`src/pkg/lpc_pkg.sv`:
```
// shared constants and types of the low-power and clock-switch controller
`default_nettype none
package lpc_pkg;
    // power_mode_control_reg layout
    localparam int unsigned PM_FAST_OSC_BIT = 7;
    localparam int unsigned PM_SLOW_OSC_BIT = 6;
    localparam int unsigned PM_MAIN_SEL_BIT = 5;
    localparam int unsigned PM_HALT_BIT     = 2;
    localparam logic [7:0]  PM_RESET        = 8'h80;
    localparam logic [7:0]  PM_WRITE_MASK   = 8'hE4;

    // time_base_control_reg layout
    localparam int unsigned TB_ENABLE_BIT   = 7;
    localparam int unsigned TB_SEL_MSB      = 2;
    localparam int unsigned TB_SEL_W        = 3;
    localparam logic [7:0]  TB_RESET        = 8'h00;
    localparam logic [7:0]  TB_WRITE_MASK   = 8'h87;
    localparam int unsigned TB_SRC_N        = 8;

    localparam int unsigned PERIPH_N        = 8;
    localparam logic [15:0] PC_ADVANCE      = 16'h0002;

    // timing
    localparam int unsigned CLK_PERIOD_NS   = 4;
    localparam int unsigned CLK_SYNC_NS     = 40;
    localparam int unsigned MUX_DEAD_NS     = 8;
    localparam int unsigned SYNC_CYCLES_I   =
        (CLK_SYNC_NS + CLK_PERIOD_NS - 1) / CLK_PERIOD_NS;
    localparam int unsigned DEAD_CYCLES_I   =
        (MUX_DEAD_NS + CLK_PERIOD_NS - 1) / CLK_PERIOD_NS;
    localparam int unsigned CNT_W           = 4;
    localparam logic [CNT_W-1:0] SYNC_CYCLES =
        CNT_W'(SYNC_CYCLES_I < 1 ? 1 : SYNC_CYCLES_I);
    localparam logic [CNT_W-1:0] DEAD_CYCLES =
        CNT_W'(DEAD_CYCLES_I < 1 ? 1 : DEAD_CYCLES_I);
    localparam logic [CNT_W-1:0] CNT_ZERO    = 4'h0;
    localparam logic [CNT_W-1:0] CNT_ONE     = 4'h1;

    typedef enum logic [1:0] {
        MODE_SINGLE_RUN,
        MODE_DUAL_FAST,
        MODE_SLOW_FAST_ON,
        MODE_SLOW_FAST_OFF
    } lpc_mode_e;

    typedef enum logic [1:0] {
        HS_RUN,
        HS_PENDING,
        HS_HALTED
    } lpc_halt_e;
endpackage
`default_nettype wire

```
`src/rtl/lpc_fall_detect.sv`:
```
// falling-edge detector for the selected time base source level
`timescale 1ns/100ps
`default_nettype none
module lpc_fall_detect (
    input  wire logic clk,
    input  wire logic rst,
    input  wire logic level,
    output logic      fall
);
    logic levelPrev_q;

    always_ff @(posedge clk) begin
        if (rst) begin
            levelPrev_q <= 1'b0;
        end else begin
            levelPrev_q <= level;
        end
    end

    assign fall = levelPrev_q & ~level;
endmodule
`default_nettype wire

```
`src/rtl/lpc_clk_switch.sv`:
```
// break-before-make sequencer for the main clock source enables
`timescale 1ns/100ps
`default_nettype none
module lpc_clk_switch (
    input  wire logic clk,
    input  wire logic rst,
    input  wire logic targetSlow,
    output logic      fastEn_q,
    output logic      slowEn_q,
    output logic      onSlow_q
);
    logic [lpc_pkg::CNT_W-1:0] dead_q;

    // both gates are closed for the dead time so no shortened pulse reaches the mux
    always_ff @(posedge clk) begin
        if (rst) begin
            fastEn_q <= 1'b1;
            slowEn_q <= 1'b0;
            onSlow_q <= 1'b0;
            dead_q   <= lpc_pkg::CNT_ZERO;
        end else if (targetSlow != onSlow_q) begin
            if (fastEn_q | slowEn_q) begin
                fastEn_q <= 1'b0;
                slowEn_q <= 1'b0;
                dead_q   <= lpc_pkg::DEAD_CYCLES;
            end else if (dead_q > lpc_pkg::CNT_ONE) begin
                dead_q <= dead_q - lpc_pkg::CNT_ONE;
            end else begin
                onSlow_q <= targetSlow;
                fastEn_q <= ~targetSlow;
                slowEn_q <= targetSlow;
                dead_q   <= lpc_pkg::CNT_ZERO;
            end
        end
    end
endmodule
`default_nettype wire

```
`src/rtl/lpc_power_ctrl.sv`:
```
// low-power halt and system clock switching controller
// Functional notes
// - Deep idle/sleep: only the time base timer keeps its clock.
// - Deep idle/sleep: memory, CPU registers, status word, port latches frozen.
// - Deep idle/sleep: held program counter is initiating instruction address plus two.
// - Writing halt bit to one enters deep idle/sleep.
// - Release clears halt bit and returns to the previous operating mode.
// - Time base enabled at entry sets the time base interrupt latch.
// - Reset releases deep idle/sleep; afterwards single-clock run mode.
// - Entry and release happen whatever the time base enable bit holds.
// - Enables AND zero: exit on selected source falling edge, no interrupt.
// - Enables all one: exit on falling edge, then service time base interrupt.
// - Exit timing is asynchronous; halt may be shorter than selected period.
// - Watchdog interrupt just before entry: serve it, do not enter.
// - To slow: set main select bit 5, then clear fast oscillator bit 7.
// - To fast: enable fast oscillator, wait warm-up, then clear select bit.
// - After select bit clears, keep slow clock until synchronisation completes.
// - Reset also ends slow mode; restart in single-clock run mode.
// - Clearing fast oscillator bit while select is zero raises clock reset.
`timescale 1ns/100ps
`default_nettype none
module lpc_power_ctrl (
    input  wire logic                            clk,
    input  wire logic                            rst,
    input  wire logic                            ctrlWrEn,
    input  wire logic [7:0]                      ctrlWrData,
    input  wire logic                            tbCtrlWrEn,
    input  wire logic [7:0]                      tbCtrlWrData,
    input  wire logic                            masterIrqEnable,
    input  wire logic                            tbIrqEnable,
    input  wire logic                            tbIrqLatchClr,
    input  wire logic [lpc_pkg::TB_SRC_N-1:0]    tbSrcLevels,
    input  wire logic                            instrDone,
    input  wire logic [15:0]                     instrAddr,
    input  wire logic                            wdtIrq,
    output logic      [7:0]                      ctrlRdData_q,
    output logic      [7:0]                      tbCtrlRdData_q,
    output logic      [lpc_pkg::PERIPH_N-1:0]    periphClkEn_q,
    output logic                                 tbtClkEn_q,
    output logic                                 cpuHold_q,
    output logic      [15:0]                     heldPc_q,
    output logic                                 tbIrqLatch_q,
    output logic                                 tbIrqService_q,
    output logic                                 lowPowerActive_q,
    output logic                                 fastClkEn_q,
    output logic                                 slowClkEn_q,
    output logic                                 fastOscEn_q,
    output logic                                 slowOscEn_q,
    output logic      [1:0]                      opMode_q,
    output logic                                 sysClkRstReq_q
);
    logic [7:0]                  pmReg_q;
    logic [7:0]                  tbReg_q;
    lpc_pkg::lpc_halt_e          halt_q;
    lpc_pkg::lpc_mode_e          mode_q;
    logic                        targetSlow_q;
    logic [lpc_pkg::CNT_W-1:0]   sync_q;
    logic                        selLevel;
    logic                        tbFall;
    logic                        muxFastEn;
    logic                        muxSlowEn;
    logic                        muxOnSlow;
    logic                        wrAllowed;
    logic                        xenClearBad;
    logic                        enterNow;
    logic                        abortNow;
    logic                        releaseNow;
    logic                        irqPath;
    logic [2:0]                  tbSel;

    assign tbSel     = tbReg_q[lpc_pkg::TB_SEL_MSB:0];
    assign selLevel  = tbSrcLevels[tbSel];
    assign wrAllowed = ctrlWrEn && (halt_q != lpc_pkg::HS_HALTED);

    // fast oscillator is still the running clock when select stays at zero
    assign xenClearBad = wrAllowed
        && pmReg_q[lpc_pkg::PM_FAST_OSC_BIT]
        && !ctrlWrData[lpc_pkg::PM_FAST_OSC_BIT]
        && !pmReg_q[lpc_pkg::PM_MAIN_SEL_BIT]
        && !ctrlWrData[lpc_pkg::PM_MAIN_SEL_BIT];

    // a watchdog request at the boundary wins over the halt request
    assign abortNow   = (halt_q == lpc_pkg::HS_PENDING) && instrDone && wdtIrq;
    assign enterNow   = (halt_q == lpc_pkg::HS_PENDING) && instrDone && !wdtIrq;
    // the time base enable bit gates neither entry nor release
    assign releaseNow = (halt_q == lpc_pkg::HS_HALTED) && tbFall;
    assign irqPath    = masterIrqEnable && tbIrqEnable
        && tbReg_q[lpc_pkg::TB_ENABLE_BIT];

    lpc_fall_detect u_fall (
        .clk   (clk),
        .rst   (rst),
        .level (selLevel),
        .fall  (tbFall)
    );

    lpc_clk_switch u_switch (
        .clk        (clk),
        .rst        (rst),
        .targetSlow (targetSlow_q),
        .fastEn_q   (muxFastEn),
        .slowEn_q   (muxSlowEn),
        .onSlow_q   (muxOnSlow)
    );

    // halt sequencing
    always_ff @(posedge clk) begin
        if (rst) begin
            halt_q <= lpc_pkg::HS_RUN;
        end else begin
            unique case (halt_q)
                lpc_pkg::HS_RUN: begin
                    if (wrAllowed && ctrlWrData[lpc_pkg::PM_HALT_BIT]) begin
                        halt_q <= lpc_pkg::HS_PENDING;
                    end
                end
                lpc_pkg::HS_PENDING: begin
                    if (abortNow) begin
                        halt_q <= lpc_pkg::HS_RUN;
                    end else if (enterNow) begin
                        halt_q <= lpc_pkg::HS_HALTED;
                    end
                end
                lpc_pkg::HS_HALTED: begin
                    if (releaseNow) begin
                        halt_q <= lpc_pkg::HS_RUN;
                    end
                end
                default: begin
                    halt_q <= lpc_pkg::HS_RUN;
                end
            endcase
        end
    end

    // power mode control register
    always_ff @(posedge clk) begin
        if (rst) begin
            pmReg_q <= lpc_pkg::PM_RESET;
        end else begin
            if (wrAllowed) begin
                pmReg_q <= ctrlWrData & lpc_pkg::PM_WRITE_MASK;
                if (halt_q != lpc_pkg::HS_RUN) begin
                    pmReg_q[lpc_pkg::PM_HALT_BIT] <= pmReg_q[lpc_pkg::PM_HALT_BIT];
                end
                if (xenClearBad) begin
                    pmReg_q[lpc_pkg::PM_FAST_OSC_BIT] <= 1'b1;
                end
            end
            if (abortNow || releaseNow) begin
                pmReg_q[lpc_pkg::PM_HALT_BIT] <= 1'b0;
            end
        end
    end

    // time base control register; frozen while halted
    always_ff @(posedge clk) begin
        if (rst) begin
            tbReg_q <= lpc_pkg::TB_RESET;
        end else if (tbCtrlWrEn && (halt_q != lpc_pkg::HS_HALTED)) begin
            tbReg_q <= tbCtrlWrData & lpc_pkg::TB_WRITE_MASK;
        end
    end

    // main clock target; a return to fast waits out the synchronisation time
    always_ff @(posedge clk) begin
        if (rst) begin
            targetSlow_q <= 1'b0;
            sync_q       <= lpc_pkg::CNT_ZERO;
        end else if (pmReg_q[lpc_pkg::PM_MAIN_SEL_BIT]) begin
            targetSlow_q <= 1'b1;
            sync_q       <= lpc_pkg::CNT_ZERO;
        end else if (targetSlow_q) begin
            if (sync_q == lpc_pkg::CNT_ZERO) begin
                sync_q <= lpc_pkg::SYNC_CYCLES;
            end else if (sync_q == lpc_pkg::CNT_ONE) begin
                targetSlow_q <= 1'b0;
                sync_q       <= lpc_pkg::CNT_ZERO;
            end else begin
                sync_q <= sync_q - lpc_pkg::CNT_ONE;
            end
        end
    end

    // operating mode; not touched by a halt, so release resumes it
    always_ff @(posedge clk) begin
        if (rst) begin
            mode_q <= lpc_pkg::MODE_SINGLE_RUN;
        end else if (halt_q == lpc_pkg::HS_RUN) begin
            if (muxOnSlow) begin
                mode_q <= pmReg_q[lpc_pkg::PM_FAST_OSC_BIT]
                    ? lpc_pkg::MODE_SLOW_FAST_ON : lpc_pkg::MODE_SLOW_FAST_OFF;
            end else begin
                mode_q <= pmReg_q[lpc_pkg::PM_SLOW_OSC_BIT]
                    ? lpc_pkg::MODE_DUAL_FAST : lpc_pkg::MODE_SINGLE_RUN;
            end
        end
    end

    // clock gating during deep idle/sleep
    // the hold freezes memory, registers and port latches until the wake edge
    always_ff @(posedge clk) begin
        if (rst) begin
            periphClkEn_q    <= '1;
            cpuHold_q        <= 1'b0;
            lowPowerActive_q <= 1'b0;
        end else begin
            if (enterNow) begin
                periphClkEn_q    <= '0;
                cpuHold_q        <= 1'b1;
                lowPowerActive_q <= 1'b1;
            end else if (releaseNow) begin
                periphClkEn_q    <= '1;
                cpuHold_q        <= 1'b0;
                lowPowerActive_q <= 1'b0;
            end
        end
    end

    // the time base timer keeps its clock in every mode, since it is the wake source
    always_ff @(posedge clk) begin
        if (rst) begin
            tbtClkEn_q <= 1'b1;
        end else begin
            tbtClkEn_q <= 1'b1;
        end
    end

    // resume address captured once the initiating instruction has finished
    always_ff @(posedge clk) begin
        if (rst) begin
            heldPc_q <= 16'h0000;
        end else if (enterNow) begin
            heldPc_q <= instrAddr + lpc_pkg::PC_ADVANCE;
        end
    end

    // time base interrupt latch; a set in the clear cycle wins
    always_ff @(posedge clk) begin
        if (rst) begin
            tbIrqLatch_q <= 1'b0;
        end else if (enterNow && tbReg_q[lpc_pkg::TB_ENABLE_BIT]) begin
            tbIrqLatch_q <= 1'b1;
        end else if (tbIrqLatchClr) begin
            tbIrqLatch_q <= 1'b0;
        end
    end

    // service request only on the interrupt release path; the wake edge is
    // sampled on clk, so the halt may end before a full selected period
    always_ff @(posedge clk) begin
        if (rst) begin
            tbIrqService_q <= 1'b0;
        end else begin
            tbIrqService_q <= releaseNow && irqPath;
        end
    end

    // one-cycle system clock reset request
    always_ff @(posedge clk) begin
        if (rst) begin
            sysClkRstReq_q <= 1'b0;
        end else begin
            sysClkRstReq_q <= xenClearBad;
        end
    end

    // registered copies of the clock gate and oscillator controls
    // the extra flop delays a gate change by one cycle; both gates stay off across it
    always_ff @(posedge clk) begin
        if (rst) begin
            fastClkEn_q <= 1'b1;
            slowClkEn_q <= 1'b0;
            fastOscEn_q <= 1'b1;
            slowOscEn_q <= 1'b0;
        end else begin
            fastClkEn_q <= muxFastEn;
            slowClkEn_q <= muxSlowEn;
            fastOscEn_q <= pmReg_q[lpc_pkg::PM_FAST_OSC_BIT];
            slowOscEn_q <= pmReg_q[lpc_pkg::PM_SLOW_OSC_BIT];
        end
    end

    // readback copies, one cycle behind the registers they mirror
    always_ff @(posedge clk) begin
        if (rst) begin
            opMode_q       <= 2'h0;
            ctrlRdData_q   <= lpc_pkg::PM_RESET;
            tbCtrlRdData_q <= lpc_pkg::TB_RESET;
        end else begin
            opMode_q       <= mode_q;
            ctrlRdData_q   <= pmReg_q;
            tbCtrlRdData_q <= tbReg_q;
        end
    end
endmodule
`default_nettype wire

```
`config.mk`:
```
export PLATFORM = sky130hd
export DESIGN_NAME = lpc_power_ctrl
export DESIGN_NICKNAME = d
export VERILOG_FILES = /design/src/pkg/lpc_pkg.sv /design/src/rtl/lpc_fall_detect.sv /design/src/rtl/lpc_clk_switch.sv /design/src/rtl/lpc_power_ctrl.sv
export SDC_FILE = /design/constraint.sdc
export NUM_CORES = 1
export LEC_CHECK = 0
export BUFFER_PORTS_ARGS = -buffer_cell sky130_fd_sc_hd__buf_4
export CORE_UTILIZATION = 40
export DETAILED_ROUTE_END_ITERATION = 8
export PLACE_DENSITY = 0.63
export SLEW_MARGIN = 20
export SYNTH_ARGS = -nofsm -noshare
export SYNTH_HDL_FRONTEND = slang
export SYNTH_HIERARCHICAL = 1
export SYNTH_SLANG_ARGS = --single-unit
```
`constraint.sdc`:
```
create_clock -name clk -period 4.5 [get_ports clk]
set_input_delay 0.675 -clock clk [delete_from_list [all_inputs] [get_ports clk]]
set_output_delay 0.675 -clock clk [all_outputs]
set_load 0.05 [all_outputs]
```
### After elaboration in Yosys (flattened, before gate mapping)

Index checks and enable logic that the tools add are counted.

* word-level logic and storage cells: 106
* output and inout port bits: 52
* register bits after elaboration: 67

* add/sub/neg operators: 3
* reduce and logical (&&, ||, !) cells: 31
* bitwise operators: 7
* magnitude comparators: 2
* muxes and demuxes: 29
* equality and inequality tests: 9

Operator list (number)
* adder 16 x 2 -> 16 bit (second input constant): 1
* two-way mux 1 bit: 16
* two-way mux 4 bit: 4
* two-way mux 8 bit: 2
* logical AND 1 bit: 15
* two-way mux 2 bit: 5
* subtractor 4 x 1 -> 4 bit (second input constant): 2
* inequality test 2 bit (second input constant): 3
* case mux 2 bit (3 select lines): 1
* AND reduction 3 bit: 2
* nonzero test 2 bit: 3
* NOT 1 bit: 5
* == test 4 x 1 -> 1 bit (second input constant): 1
* > comparator 4 x 1 -> 1 bit (second input constant): 1
* logical NOT 1 bit: 4
* logical NOT 4 bit: 1
* < comparator 3 x 4 -> 1 bit (second input constant): 1
* AND reduction 2 bit: 2
* OR reduction 2 bit: 2
* binary-select mux 1 bit (select 3 bit): 1
* inequality test 3 bit (second input constant): 1
* == test 2 x 1 -> 1 bit (second input constant): 1
* == test 2 bit (second input constant): 1
* logical NOT 2 bit: 1
* other kinds (5): 5

### Longest topological paths before layout

* depth in word-level cells: 7
* mapped depth: 6
* gate-level depth less buffers: 6

### Modules after synthesis

Netlist, hierarchy kept.

By module, submodules not included
* lpc_power_ctrl: cells each 250, seq. area each 1001.0 µm², instances 1, area each 2262.2 µm²
* lpc_clk_switch: cells each 48, seq. area each 140.1 µm², instances 1, area each 411.6 µm²
* lpc_fall_detect: cells each 3, seq. area each 20.0 µm², instances 1, area each 35.0 µm²

### Worst setup path after synthesis

No wires, ideal clock.

* path type: input-to-reg
* start point: input port tbSrcLevels[7] (netlist name)
* end point: register lowPowerActive_q
* slack: 2.554 ns
* library setup time: 0.128 ns
* buffers on the path: 0
* arrival: 1.818 ns
* cell stages on the path: 6
* cells stage by stage: mux4_2 -> mux2_2 -> nor2b_1 -> nand2_1 -> a21oi_1 -> nor2_1

* longest elaborated chain between the ends: 6

RTL lines
* start: declaration: line lpc_power_ctrl.sv:32 `input wire logic [lpc_pkg::TB_SRC_N-1:0] tbSrcLevels,`
* binary-select mux 1 bit (select 3 bit): line lpc_power_ctrl.sv:72 `assign selLevel = tbSrcLevels[tbSel];`
* two-way mux 1 bit (not written as such): line lpc_power_ctrl.sv:72
* via selLevel: line lpc_power_ctrl.sv:58 `logic selLevel;`
* NOT 1 bit: line lpc_fall_detect.sv:20 `assign fall = levelPrev_q & ~level;`
* AND 1 bit: line lpc_fall_detect.sv:20
* via tbFall: line lpc_power_ctrl.sv:59 `logic tbFall;`
* logical AND 1 bit: line lpc_power_ctrl.sv:86 `assign releaseNow = (halt_q == lpc_pkg::HS_HALTED) && tbFall;`
* nonzero test 2 bit (no source line)
* end signal: assignment: line lpc_power_ctrl.sv:206 `lowPowerActive_q <= 1'b0;`
* end signal: assignment: line lpc_power_ctrl.sv:211 `lowPowerActive_q <= 1'b1;`
* end signal: assignment: line lpc_power_ctrl.sv:215 `lowPowerActive_q <= 1'b0;`
* end: declaration: line lpc_power_ctrl.sv:44 `output logic lowPowerActive_q,`

The timed path passes the listed nets, and every way through them passes these cells. The select of a mux whose other input is x is not followed.
A chain may end at the register's enable or synchronous reset.

### Worst setup path in the final report

* start point: register tbReg_q[0]
* end point: register lowPowerActive_q

* longest elaborated chain between the ends: 6

RTL lines
* start: declaration: line lpc_power_ctrl.sv:53 `logic [7:0] tbReg_q;`
* start signal: assignment: line lpc_power_ctrl.sv:159 `tbReg_q <= lpc_pkg::TB_RESET;`
* start signal: assignment: line lpc_power_ctrl.sv:161 `tbReg_q <= tbCtrlWrData & lpc_pkg::TB_WRITE_MASK;`
* binary-select mux 1 bit (select 3 bit): line lpc_power_ctrl.sv:72
* two-way mux 1 bit (not written as such): line lpc_power_ctrl.sv:72
* via selLevel: line lpc_power_ctrl.sv:58
* NOT 1 bit: line lpc_fall_detect.sv:20
* AND 1 bit: line lpc_fall_detect.sv:20
* via tbFall: line lpc_power_ctrl.sv:59
* logical AND 1 bit: line lpc_power_ctrl.sv:86
* nonzero test 2 bit (no source line)

The timed path passes the listed nets, and every way through them passes these cells. The select of a mux whose other input is x is not followed.

==> qor.yml <==
clock_latency_ns: 0.34
firstDrtPassIters: 6
synth_flop_cell: "dfxtp_1"
area_growth_pct: 27.4
critPathMaxFanout: 4
cts_hold_buf: 0
worstPathCellList: "mux4_2 > mux2_2 > nor2b_1 > nand2_1 > a21oi_1 > nor2_1"
start_util: 0.419
cts_buffers: 9
drive_above_1_share: 0.320
synth_cell_types: 48
cp-end-kind: "flip-flop"
slew_violations: 0
hold_ws_ns: 0.461
wire_per_inst_um: 12.3
grt_pass1_vias: 2016
max_freq_ghz: 0.515
violations: "design-rule violations"
die_h_um: 84.3
syn_inst: 301
critical_path_required_ns: 4.70
fin_area_sq_um: 3450
cts_tree: "built"
drc_errors: 6
worstMarginPinSlew_ns: 0.563
cp_top_family: "multiplexers"
grt_overflow: 0
synthArstFlopShare: 0
hp-class: "reg2reg"
drv_cap: 0
grt_max_degree: 54
die_w_um: 84.3
powerDensity_nw_per_um2: 345
finClkSkew_ns: 0.00608
total_power_w: 0.00119
syn_avg_cell_area_sq_um: 9.00
drt_iter0_drc: 104
ys_seq_elements: 58
synth-seq-area-share: 0.429
slowest_delay_ns: 0.52
die-area_sq_um: 7100
antenna_cells: 0
rsz0062_at_grt: "no"
vias: 2245
hold_viol: 0
post_cts_buffers: 0
nets: 428
synth_area_sq_um: 2710
finalWirelength_mm: 5.60
peakVddDrop_mv: 0.170
cts.clk_slew.worst_paths_ns: 0.06
ioPinCount: 101
core_area_sq_um: 6460
path_buf_inv: 0
vias_per_cell: 4.93
drtAntennaViolNets: 0
synth_edf_count: 0
cts_sinks: 58
post-route-period-util: 0.432
outcome: "finished with violations"
finalCriticalPeriod_ns: 1.94
tns_ns: 0
cts_root_buffer: "clkbuf_8"
h-tree-depth: 3
globalRouteTotalUtil: 0.163
gp_congestion: 0.813
yosys_warnings: 6
clk_path_buf_depth: 2
place_area_sq_um: 3270
critPathLaunchType: "flip-flop"
antenna_found_initial: 0
arrival_ns: 2.15
hpwlAfterDp_mm: 3.98
setup_viol: 0
p_leak_nw: 1.37
grt_pass1_wl_mm: 9.12
crit_slowest_cell: "mux4_2"
relSlewSlack: 0.624
crit_type: "reg2reg"
rows: 29
io_buffers: 83
cts_resized: 0
[area by class of cell]
| type | count | area [sq um] |
|---|---|---|
| clock buffers | 10 | 128 |
| repair buffers | 84 | 631 |
| multi-input cells | 212 | 1350 |
| inverters | 8 | 30.0 |
| flip-flops and latches | 58 | 1160 |
| well taps | 77 | 96.3 |
| clock inverters | 6 | 57.6 |
| fillers | 618 | 3010 |
[path summary, 6_finish.rpt]
path | from | end | slack (ns) | cells after the start
setup / recovery | tbReg_q[0]$_SDFFE_PP0P_ | lowPowerActive_q$_SDFFE_PP0P_ | 2.56 | 6
hold / removal | mode_q[0]$_SDFFE_PP0P_ | opMode_q[0]$_SDFF_PP0_ | 0.46 | 1
setup reg to reg | tbReg_q[0]$_SDFFE_PP0P_ | lowPowerActive_q$_SDFFE_PP0P_ | 2.56 | 6
hold reg to reg | mode_q[0]$_SDFFE_PP0P_ | opMode_q[0]$_SDFF_PP0_ | 0.46 | 1
[cell usage in the layout (no fill, tap or decap), types with 2 or more instances in the layout]
cell,n
buf_4,84
dfxtp_1,58
nor2_1,32
nand2_1,26
a21oi_1,20
nand3_1,14
nor2b_1,13
a211oi_1,11
xnor2_1,9
conb_1,9
clkbuf_8,9
inv_1,8
nor3_1,7
o21ai_0,7
ha_1,6
or2_2,5
nor4_1,5
a211oi_2,4
xor2_1,4
clkinv_2,4
a31oi_1,3
nand4_1,3
nand2b_1,3
mux2i_1,3
mux4_2,2
mux2_2,2
o311ai_0,2
o2111ai_1,2
[kinds of logic (layout without fill, tap and decap cells)]
family | after synthesis | after routing | synth area share
compound gates | 57 | 57 | 0.144
mux | 7 | 7 | 0.0360
buf+inv | 38 | 108 | 0.0836
other cells | 2 | 9 | 0.00277
simple gates | 119 | 119 | 0.230
flops | 58 | 58 | 0.429
fa+ha+maj | 6 | 6 | 0.0277
xor+xnor | 14 | 14 | 0.0480
[synth_stat cells (4+ instances only)]
library cell / instances / area share
a211oi_1: 11 / 0.030
a211oi_2: 4 / 0.018
a21oi_1: 20 / 0.037
buf_2: 4 / 0.0074
buf_4: 21 / 0.058
clkbuf_1: 5 / 0.0069
dfxtp_1: 58 / 0.43
ha_1: 6 / 0.028
inv_1: 8 / 0.011
nand2_1: 26 / 0.036
nand3_1: 14 / 0.026
nor2_1: 32 / 0.044
nor2b_1: 13 / 0.030
nor3_1: 7 / 0.013
nor4_1: 5 / 0.012
o21ai_0: 7 / 0.013
or2_2: 5 / 0.012
xnor2_1: 9 / 0.029
xor2_1: 4 / 0.013
[per-stage QoR]
stage / utilization / setup slack [ns] / cells
3_3_place_gp: 0.506 / 2.29 / 439
4_1_cts: 0.534 / 2.52 / 455
5_1_grt: 0.534 / 2.42 / 455
3_5_place_dp: 0.506 / 2.29 / 439
6_report: 0.534 / 2.56 / 455
2_1_floorplan: - / 2.55 / 308
[registers in the layout, indices dropped and copies added, names as in the netlist]
| register | flops |
|---|---|
| u_switch/fastEn_q | 1 |
| fastOscEn_q | 1 |
| targetSlow_q | 1 |
| ctrlRdData_q | 3 |
| mode_q | 2 |
| sysClkRstReq_q | 1 |
| sync_q | 4 |
| tbCtrlRdData_q | 4 |
| lowPowerActive_q | 1 |
| fastClkEn_q | 1 |
| u_switch/slowEn_q | 1 |
| slowClkEn_q | 1 |
| u_switch/onSlow_q | 1 |
| tbReg_q | 4 |
| pmReg_q | 4 |
| tbIrqService_q | 1 |
| periphClkEn_q | 1 |
| u_switch/dead_q | 4 |
| tbIrqLatch_q | 1 |
| heldPc_q | 16 |
| opMode_q | 2 |
| halt_q | 2 |
| u_fall/levelPrev_q | 1 |
[layer usage]
| metal | track usage | wire length, um | vias up |
|---|---|---|---|
| li1 | - | - | 1177 |
| met1 | 0.192 | 2480 | 988 |
| met2 | 0.263 | 2610 | 71 |
| met3 | 0.0698 | 405 | 9 |
| met4 | 0.0643 | 93 | 0 |
| met5 | 0 | 0 | - |
[power breakdown]
part           total [W]  internal, W  switching (W)  leakage [nW]
clock           0.000452     0.000251       0.000201        0.0958
sequential      0.000551     0.000533      0.0000176         0.472
combinational   0.000188    0.0000730       0.000115         0.802
Note: power is estimated with default switching activity, not from simulation.
